**src/srw_consts.vh**
```
// Summary of operation
// - each trigger drives reset low 200ms
// - reset low while brownout or button low
// - hold 200ms after any release cause
// - button low asserts reset plus hold
// - ignore button glitches, honour 1us lows
// - no heartbeat edge in 1.6s resets
// - timeout within 1.12s to 2.40s window
// - heartbeat edges and reset clear timer
// - accept heartbeat pulses of 50ns
// - timer held zero during reset
// - floating heartbeat disables watchdog
// - self-kick low 7/8, high 1/8
// - self-kick edges clear timer at 1.4s and 1.6s of each 1.6s period
// - brownout restarts the hold timer
// - high reset is inverse of low
`ifndef SRW_CONSTS_VH
`define SRW_CONSTS_VH
`define SRW_CLK_HZ          100000000
`define SRW_HOLD_MS         200
// counts below are the 100 MHz clock times each interval, the filter count one past the 100ns glitch, sized to the counters
`define SRW_HOLD_CYC        28'd20000000
`define SRW_KICK_MS         1600
`define SRW_KICK_CYC        28'd160000000
`define SRW_SELF_NUM        7
`define SRW_SELF_DEN        8
`define SRW_SELF_LOW_CYC    28'd140000000
`define SRW_GLITCH_NS       100
`define SRW_BTN_MIN_NS      1000
`define SRW_CLK_NS          10
`define SRW_FILT_CYC        5'd11
`define SRW_CNT_W           28
`define SRW_FILT_W          5
`endif

```
**src/srw_filter.v**
```verilog
`timescale 1ns/1ps
`include "srw_consts.vh"
module srw_filter
(
    input  wire sys_clk_in,
    input  wire rst_b_in,
    input  wire raw_in,
    output reg  clean_out
);
    reg                   sync_a;
    reg                   sync_b;
    reg [`SRW_FILT_W-1:0] run;
    localparam [`SRW_FILT_W-1:0] FILT_END = `SRW_FILT_CYC;
    // level must stay stable beyond glitch width before it is believed
    always @(posedge sys_clk_in or negedge rst_b_in)
        if (!rst_b_in)
        begin
            sync_a    <= 1'b1;
            sync_b    <= 1'b1;
            run       <= {`SRW_FILT_W{1'b0}};
            clean_out <= 1'b1;
        end
        else
        begin
            sync_a <= raw_in;
            sync_b <= sync_a;
            if (sync_b == clean_out)
                run <= {`SRW_FILT_W{1'b0}};
            else if (run == FILT_END)
            begin
                clean_out <= sync_b;
                run       <= {`SRW_FILT_W{1'b0}};
            end
            else
                run <= run + 1'b1;
        end
endmodule // srw_filter

```
**src/srw_top.v**
```verilog
`timescale 1ns/1ps
`include "srw_consts.vh"
module srw_top
#(
    parameter [`SRW_CNT_W-1:0] HOLD_CYC     = `SRW_HOLD_CYC,
    parameter [`SRW_CNT_W-1:0] KICK_CYC     = `SRW_KICK_CYC,
    parameter [`SRW_CNT_W-1:0] SELF_LOW_CYC = `SRW_SELF_LOW_CYC
)
(
    input  wire sys_clk_in,
    input  wire rst_b_in,
    input  wire supply_low_in,
    input  wire push_button_clear_n,
    input  wire heartbeat_in,
    input  wire heartbeat_float_in,
    output wire heartbeat_out,
    output wire heartbeat_oe_out,
    output reg  reset_n_out,
    output wire reset_out
);
    localparam [2:0]            ST_FORCE = 3'b001;
    localparam [2:0]            ST_HOLD  = 3'b010;
    localparam [2:0]            ST_RUN   = 3'b100;
    localparam [`SRW_CNT_W-1:0] CNT_ZERO = {`SRW_CNT_W{1'b0}};

    reg                  sl_a;
    reg                  sl_b;
    reg                  fl_a;
    reg                  fl_b;
    reg                  hb_a;
    reg                  hb_b;
    reg                  hb_c;
    wire                 btn_clean;
    reg [2:0]            state;
    reg [2:0]            next_state;
    reg [`SRW_CNT_W-1:0] hold;
    reg [`SRW_CNT_W-1:0] next_hold;
    reg [`SRW_CNT_W-1:0] wd;
    reg [`SRW_CNT_W-1:0] next_wd;
    reg [`SRW_CNT_W-1:0] selfc;
    reg [`SRW_CNT_W-1:0] next_selfc;
    reg                  expire;
    reg                  next_expire;
    reg                  kick_lvl;
    reg                  next_kick_lvl;
    reg                  kick_oe;
    wire                 force_rst;
    wire                 hb_edge;

    // last count of a period that starts at zero
    function at_end;
        input [`SRW_CNT_W-1:0] cnt;
        input [`SRW_CNT_W-1:0] lim;
        begin
            at_end = (cnt == lim - 1'b1);
        end
    endfunction

    srw_filter u_filt
    (
        .sys_clk_in (sys_clk_in),
        .rst_b_in   (rst_b_in),
        .raw_in     (push_button_clear_n),
        .clean_out  (btn_clean)
    );

    always @(posedge sys_clk_in or negedge rst_b_in)
        if (!rst_b_in)
        begin
            sl_a <= 1'b1;
            sl_b <= 1'b1;
            fl_a <= 1'b0;
            fl_b <= 1'b0;
            hb_a <= 1'b0;
            hb_b <= 1'b0;
            hb_c <= 1'b0;
        end
        else
        begin
            sl_a <= supply_low_in;
            sl_b <= sl_a;
            fl_a <= heartbeat_float_in;
            fl_b <= fl_a;
            hb_a <= heartbeat_in;
            hb_b <= hb_a;
            hb_c <= hb_b;
        end

    // 50ns pulse spans several 10ns samples, so two flops still catch it
    assign hb_edge   = hb_b ^ hb_c;
    assign force_rst = sl_b | ~btn_clean | expire;

    // hold reloads every cycle a cause is active, so it counts from the last one
    always @*
    begin
        next_state = state;
        next_hold  = hold;
        case (state)
            ST_FORCE:
            begin
                next_hold = HOLD_CYC;
                if (!force_rst)
                begin
                    next_hold  = HOLD_CYC - 1'b1;
                    next_state = ST_HOLD;
                end
            end
            ST_HOLD:
            begin
                if (force_rst)
                begin
                    next_hold  = HOLD_CYC;
                    next_state = ST_FORCE;
                end
                else if (hold == CNT_ZERO)
                    next_state = ST_RUN;
                else
                    next_hold = hold - 1'b1;
            end
            ST_RUN:
            begin
                if (force_rst)
                begin
                    next_hold  = HOLD_CYC;
                    next_state = ST_FORCE;
                end
            end
            default:
            begin
                next_hold  = HOLD_CYC;
                next_state = ST_FORCE;
            end
        endcase
    end

    // watchdog is held at zero in reset and starts at once on release
    always @*
    begin
        next_wd     = wd + 1'b1;
        next_expire = 1'b0;
        if (!reset_n_out || hb_edge)
            next_wd = CNT_ZERO;
        else if (fl_b)
            next_wd = CNT_ZERO;
        else if (at_end(wd, KICK_CYC))
        begin
            next_expire = 1'b1;
            next_wd     = CNT_ZERO;
        end
    end

    // self-kick driver; a floating pin follows it, so the watchdog sees edges
    always @*
    begin
        next_selfc = selfc + 1'b1;
        if (!reset_n_out || at_end(selfc, KICK_CYC))
            next_selfc = CNT_ZERO;
        next_kick_lvl = (next_selfc >= SELF_LOW_CYC);
    end

    always @(posedge sys_clk_in or negedge rst_b_in)
        if (!rst_b_in)
        begin
            state       <= ST_HOLD;
            hold        <= HOLD_CYC;
            reset_n_out <= 1'b0;
            wd          <= CNT_ZERO;
            expire      <= 1'b0;
            selfc       <= CNT_ZERO;
            kick_lvl    <= 1'b0;
            kick_oe     <= 1'b0;
        end
        else
        begin
            state       <= next_state;
            hold        <= next_hold;
            reset_n_out <= (next_state == ST_RUN);
            wd          <= next_wd;
            expire      <= next_expire;
            selfc       <= next_selfc;
            kick_lvl    <= next_kick_lvl;
            // weak driver only matters while nothing else drives the pin
            kick_oe     <= fl_b;
        end

    assign reset_out        = ~reset_n_out;
    assign heartbeat_out    = kick_lvl;
    assign heartbeat_oe_out = kick_oe;
endmodule // srw_top

```
**config.mk**
```make
export PLATFORM = sky130hd
export DESIGN_NAME = srw_top
export DESIGN_NICKNAME = d
export VERILOG_FILES = /design/src/srw_filter.v /design/src/srw_top.v
export VERILOG_INCLUDE_DIRS = /design/src /design/src/src
export SDC_FILE = /design/constraint.sdc
export NUM_CORES = 1
export LEC_CHECK = 0
export BUFFER_PORTS_ARGS = -buffer_cell sky130_fd_sc_hd__buf_2
export CAP_MARGIN = 20
export CORE_ASPECT_RATIO = 0.5
export CORE_UTILIZATION = 50
export CTS_BUF_LIST = sky130_fd_sc_hd__clkbuf_16
export DETAILED_ROUTE_END_ITERATION = 8
export GPL_ROUTABILITY_DRIVEN = 0
export GPL_TIMING_DRIVEN = 0
export PLACE_DENSITY = 0.66
export RECOVER_POWER = 25
export SLEW_MARGIN = 20
export SYNTH_ARGS = -nofsm -noshare
export SYNTH_HDL_FRONTEND = slang
export SYNTH_SLANG_ARGS = --single-unit
```
**constraint.sdc**
```tcl
create_clock -name sys_clk_in -period 3.9 [get_ports sys_clk_in]
set_input_delay 0.78 -clock sys_clk_in [delete_from_list [all_inputs] [get_ports sys_clk_in]]
set_output_delay 0.78 -clock sys_clk_in [all_outputs]
set_load 0.05 [all_outputs]
```
# Word level (Yosys, flattened, before mapping)
# Index checks and enable logic that the tools add are counted.
[word_totals]
reg_bits = 106
elab_cells = 65
[op_classes]
n_addsub = 4
n_lt_le_gt_ge = 1
n_eq_ne = 10
n_mux = 19
bitwise = 6
n_reduce_logical = 6
[op_table]
columns = ["cell", "count"]
rows = [
  ["28-bit two-way mux", 7],
  ["28-bit case mux with 3 select lines", 1],
  ["28-bit by 1-bit adder with 28-bit output, second input constant", 2],
  ["28-bit == test, second input constant", 2],
  ["28-bit greater-or-equal comparator, second input constant", 1],
  ["28-bit zero test", 1],
  ["28-bit by 1-bit subtractor with 28-bit output, second input constant", 1],
  ["3-bit two-way mux", 4],
  ["5-bit two-way mux", 2],
  ["9-bit two-way mux", 1],
  ["3-bit case mux with 3 select lines", 1],
  ["3-bit == test, second input constant", 2],
  ["5-bit by 1-bit adder with 5-bit output, second input constant", 1],
  ["5-bit by 4-bit == test with 1-bit output, second input constant", 1],
  ["2-bit AND reduction", 2],
  ["3-bit by 1-bit == test with 1-bit output, second input constant", 1],
  ["3-bit by 2-bit == test with 1-bit output, second input constant", 1],
  ["1-bit two-way mux", 3],
  ["3-bit inequality test, second input constant", 1],
  ["1-bit NOT", 3],
  ["1-bit logical OR", 2],
  ["2-bit inequality test, second input constant", 1],
  ["1-bit bitwise OR", 2],
  ["1-bit == test", 1],
  ["other kinds (2)", 2],
]

# Logic depth before layout (Yosys ltp)
[logic_depth]
ltp_word = 6
mapped_depth = 9

# Cells and area by module
# A second synthesis with hierarchy kept.
[hier_totals]
cells_unflattened = 548
area_unflattened_um2 = 5322.6
[modules_own_cells]
columns = ["mod", "instances", "cells_each", "area_per_inst_um2"]
rows = [
  ["srw_top", 1, 524, 5006.1],
  ["srw_filter", 1, 24, 316.6],
]

# Least setup slack after synthesis
# No wires, ideal clock.
[synth_path]
path_kind = "register to register"
from = "reg hold[19]"
to = "reg hold[26]"
setup_ns = 0.132
arrival_ns = 2.576
required_ns = 3.768
slack_ns = 1.192
path_stages_with_launch = 9
path_buffers = 1
period_less_slack_ns = 2.708
cell_sequence = "dfrtp_1 -> or4_1 -> or3_4 -> or3_4 -> o41a_1 -> buf_6 -> o2111ai_1 -> xor2_1 -> nor2_1"
[synth_via]
elab_chain_len = 4
elab_cells_between_ends = 7
cone_classes = "add/sub: 1; eq/ne: 1; mux: 3; reduce/logical: 2"
[synth_lines]
columns = ["element", "line", "rtl"]
rows = [
  ["from (decl)", "srw_top.v:36", "reg [`SRW_CNT_W-1:0] hold;"],
  ["from (signal assigned)", "srw_top.v:176", "hold <= next_hold;"],
  ["28-bit by 1-bit subtractor with 28-bit output", "srw_top.v:118", "next_hold = hold - 1'b1;"],
  ["28-bit two-way mux", "srw_top.v:115", "else if (hold == CNT_ZERO)"],
  ["28-bit two-way mux", "srw_top.v:110", "if (force_rst)"],
  ["28-bit case mux with 3 select lines", "srw_top.v:98", "case (state)"],
]
# Several ways; a longest one is shown, not always the timed one. The select of a mux whose other input is x is not followed.
# A chain may end at the register's enable or synchronous reset.

# Final worst setup path
[layout_path]
from = "reg selfc[0]"
to = "reg selfc[11]"
[layout_via]
elab_chain_len = 3
elab_cells_between_ends = 4
cone_classes = "add/sub: 1; eq/ne: 1; mux: 1; reduce/logical: 1"
[layout_lines]
columns = ["element", "line", "rtl"]
rows = [
  ["from (decl)", "srw_top.v:40", "reg [`SRW_CNT_W-1:0] selfc;"],
  ["from (signal assigned)", "srw_top.v:180", "selfc <= next_selfc;"],
  ["parallel branches: the longest is 2 deep, another holds 28-bit by 1-bit adder with 28-bit output", "--", ""],
  ["28-bit two-way mux *", "srw_top.v:156", "if (!reset_n_out || at_end(selfc, KICK_CYC))"],
  ["via next_selfc[11]", "srw_top.v:41", "reg [`SRW_CNT_W-1:0] next_selfc;"],
]
# Mark *: on every way through the listed nets, which the timed path passes.

==> run metrics <==
status finished, violations left; violated checks max-capacitance violations, max-slew violations; most frequent cells in the layout nor2_1, dfrtp_1, nand2_1, xor2_1, nand3_1; routed length per instance 14.9 µm; WP depth 8; Fin Setup TNS 0 ns; sequential area share after synthesis 49.0%; initial antenna violation count 0; total area of sequential cells 2670 µm²; max-cap violation count 1; DR iter-0 viols 169; Root Driver clkbuf_16; RSZ-0062 raised after global routing no; Initial Util 52.4%; Pre-Repair DR Iteration Count 4; CTS sink cnt 106; worst slew pin tran 2.40 ns; Rel. slew slack -60.2%; dpl hpwl 7.45 mm; P&R area growth vs syn 10.2%; Post-synth EDFFs 0; drc violations 0; H-tree Lvls 3; period utilization 78.5%; Slowest-stage cell, CP o21ai_1; Setup crit end kind register; Post-CTS Hold Buffers 0; hold path cells 0; Buf/Inv on CP 3; largest net degree at the start of global routing 66; Avg Inst Size Synth 9.60 µm²; clk slew on worst S/H paths 0.07 ns; DIE AREA 11400 µm²; Tmin final 3.06 ns; static leakage 2.27 nW; crit path max fanout 10; die width 150 µm; layout cells sized above 1 9.09%; Syn Inst Count 568; most common cell after layout, fill and taps aside nor2_1; Critical Path Max Stage Delay 0.49 ns; Main synth FF type dfrtp_1; Worst VDD drop 0.175 mV; I/O Buffers 9; Setup Buffers After CTS 0; Layout Skew 0.0109 ns; fmax 0.326 GHz; DR vias 4091; Mapped Area 5450 µm²; final setup fails 0; Worst Setup Start Kind register; Post-Place Cell Area 5710 µm²; reg2reg path depth 8; Critical Path Most Common Cell clkbuf_1; Placeable Area 10400 µm²; Skew-Pair Late Insertion Delay 0.35 ns; worst hold path type register to register; GRT Overall Usage 21.6%; CTS-repair resized insts 0; synth warn 0; Layout fillers 924; WP data required 4.11 ns; Rows 26; hold path start hb_a$_DFF_PN0_; post-route design area 6010 µm²; vias per inst 5.57; Multi-input gate area 2650 µm²; ANT cells 0; Cell Chain, Critical Path ha_1, and3_1, clkbuf_1, nand3_1, o21ai_1, clkbuf_1, buf_1, nor2_1; first-pass GRT wire length 19.0 mm; Setup Crit Path Kind register to register; Fin. Hold Viols 0; WL final 11.0 mm; max-slew violations 42; count of different cell masters after synthesis 58; IO Count 10; FF-to-FF Start selfc[0]$_DFF_PN0_; CTS tree yes; Worst Path Arrival 3.27 ns; post-route ant nets 0; vias in the first global route 4007; Die Span Y 75.8 µm; total gr overflow 0; TritonCTS Buffers 9; Hold EP hb_b$_DFF_PN0_; reg-to-reg slack, setup 0.84 ns; reg-to-reg endpoint selfc[11]$_DFF_PN0_; Net Count, Synth 579; cell area power density 345 nW/µm²; fin nets 600; Post-synth ARST share 100%; cell family with most CP delay buffers and inverters; clock buffer depth 2; FF+latch count, synth 106; Final Total Pwr 2.07 mW
[synth_stat cells (10+ instances only)]
cell type | instances | area share (%)
or3_1 | 10 | 1.1
nand4_1 | 16 | 1.8
xor2_1 | 37 | 5.9
inv_1 | 11 | 0.76
dfrtp_1 | 92 | 42
nand2_1 | 37 | 2.5
nor4_1 | 11 | 1.3
nand3_1 | 34 | 3.1
nor2_1 | 103 | 7.1
xnor2_1 | 33 | 5.3
dfstp_2 | 14 | 6.7
a21oi_1 | 11 | 1.0
nor3_1 | 21 | 1.9
o21ai_0 | 14 | 1.3
clkbuf_1 | 13 | 0.89
[power breakdown]
group / switching (mW) / total [mW] / internal (mW)
clock: 0.411 / 0.915 / 0.503
sequential: 0.00532 / 1.11 / 1.11
combinational: 0.0317 / 0.0428 / 0.0110
total: 0.448 / 2.07 / 1.62
[worst max path at each step]
stage          slack [ns]                   end                    startpoint
2_1_floorplan        1.19  hold[26]$_DFFE_PN0P_          hold[19]$_DFFE_PN0P_
3_3_place_gp         0.63  hold[13]$_DFFE_PN1P_  u_filt.clean_out$_DFFE_PN1P_
3_5_place_dp         0.86   selfc[14]$_DFF_PN0_            selfc[0]$_DFF_PN0_
4_1_cts              0.85   selfc[11]$_DFF_PN0_            selfc[0]$_DFF_PN0_
5_1_grt              0.61   selfc[13]$_DFF_PN0_            selfc[0]$_DFF_PN0_
6_report             0.84   selfc[11]$_DFF_PN0_            selfc[0]$_DFF_PN0_
[area by class of cell]
cell class,instances,area share (%)
Inverter,11,0.687
Sequential cell,106,44.4
Clock buffer,9,3.75
Tap cell,140,2.91
Timing Repair Buffer,10,1.19
Clock inverter,7,1.31
Buffer,20,1.62
Multi-Input combinational cell,431,44.1
[layer usage]
metal	vias to the layer above	share of wire, %	GRT usage [%]
met4	0	0.95	5.61
met5	-	0	0
met2	56	46	36.7
li1	2039	-	-
met3	11	3.2	5.27
met1	1985	50	28.2
[logic make-up (layout without fill, tap and decap cells)]
logic type	count (synthesis)	in the layout	share of synthesized area, %
multiplexers	3	3	0.597
AND/OR/NAND/NOR	294	294	28.2
buffers and inverters	31	57	2.55
flip-flops	106	106	49.0
XOR/XNOR	70	70	11.2
AO/OA/AOI/OAI	59	59	7.25
adder cells (fa/ha/maj)	5	5	1.15
[registers in the layout (all words and copies together), names as in the netlist, 3 cells and up]
name	count
state	3
hold	28
u_filt.run	5
wd	28
selfc	28
[through the flow]
stage | hold WS (ns) | utilization (%) | setup WS, ns | std cells
final | 0.350 | 57.7 | 0.837 | 734
after global routing | 0.365 | 57.7 | 0.609 | 734
after CTS | 0.351 | 57.8 | 0.849 | 734
after detailed placement | 0.335 | 54.9 | 0.864 | 718
after global placement | 0.333 | 54.5 | 0.625 | 717
after floorplan | 0.331 | - | 1.19 | 568
Note: power is estimated with default switching activity, not from simulation.
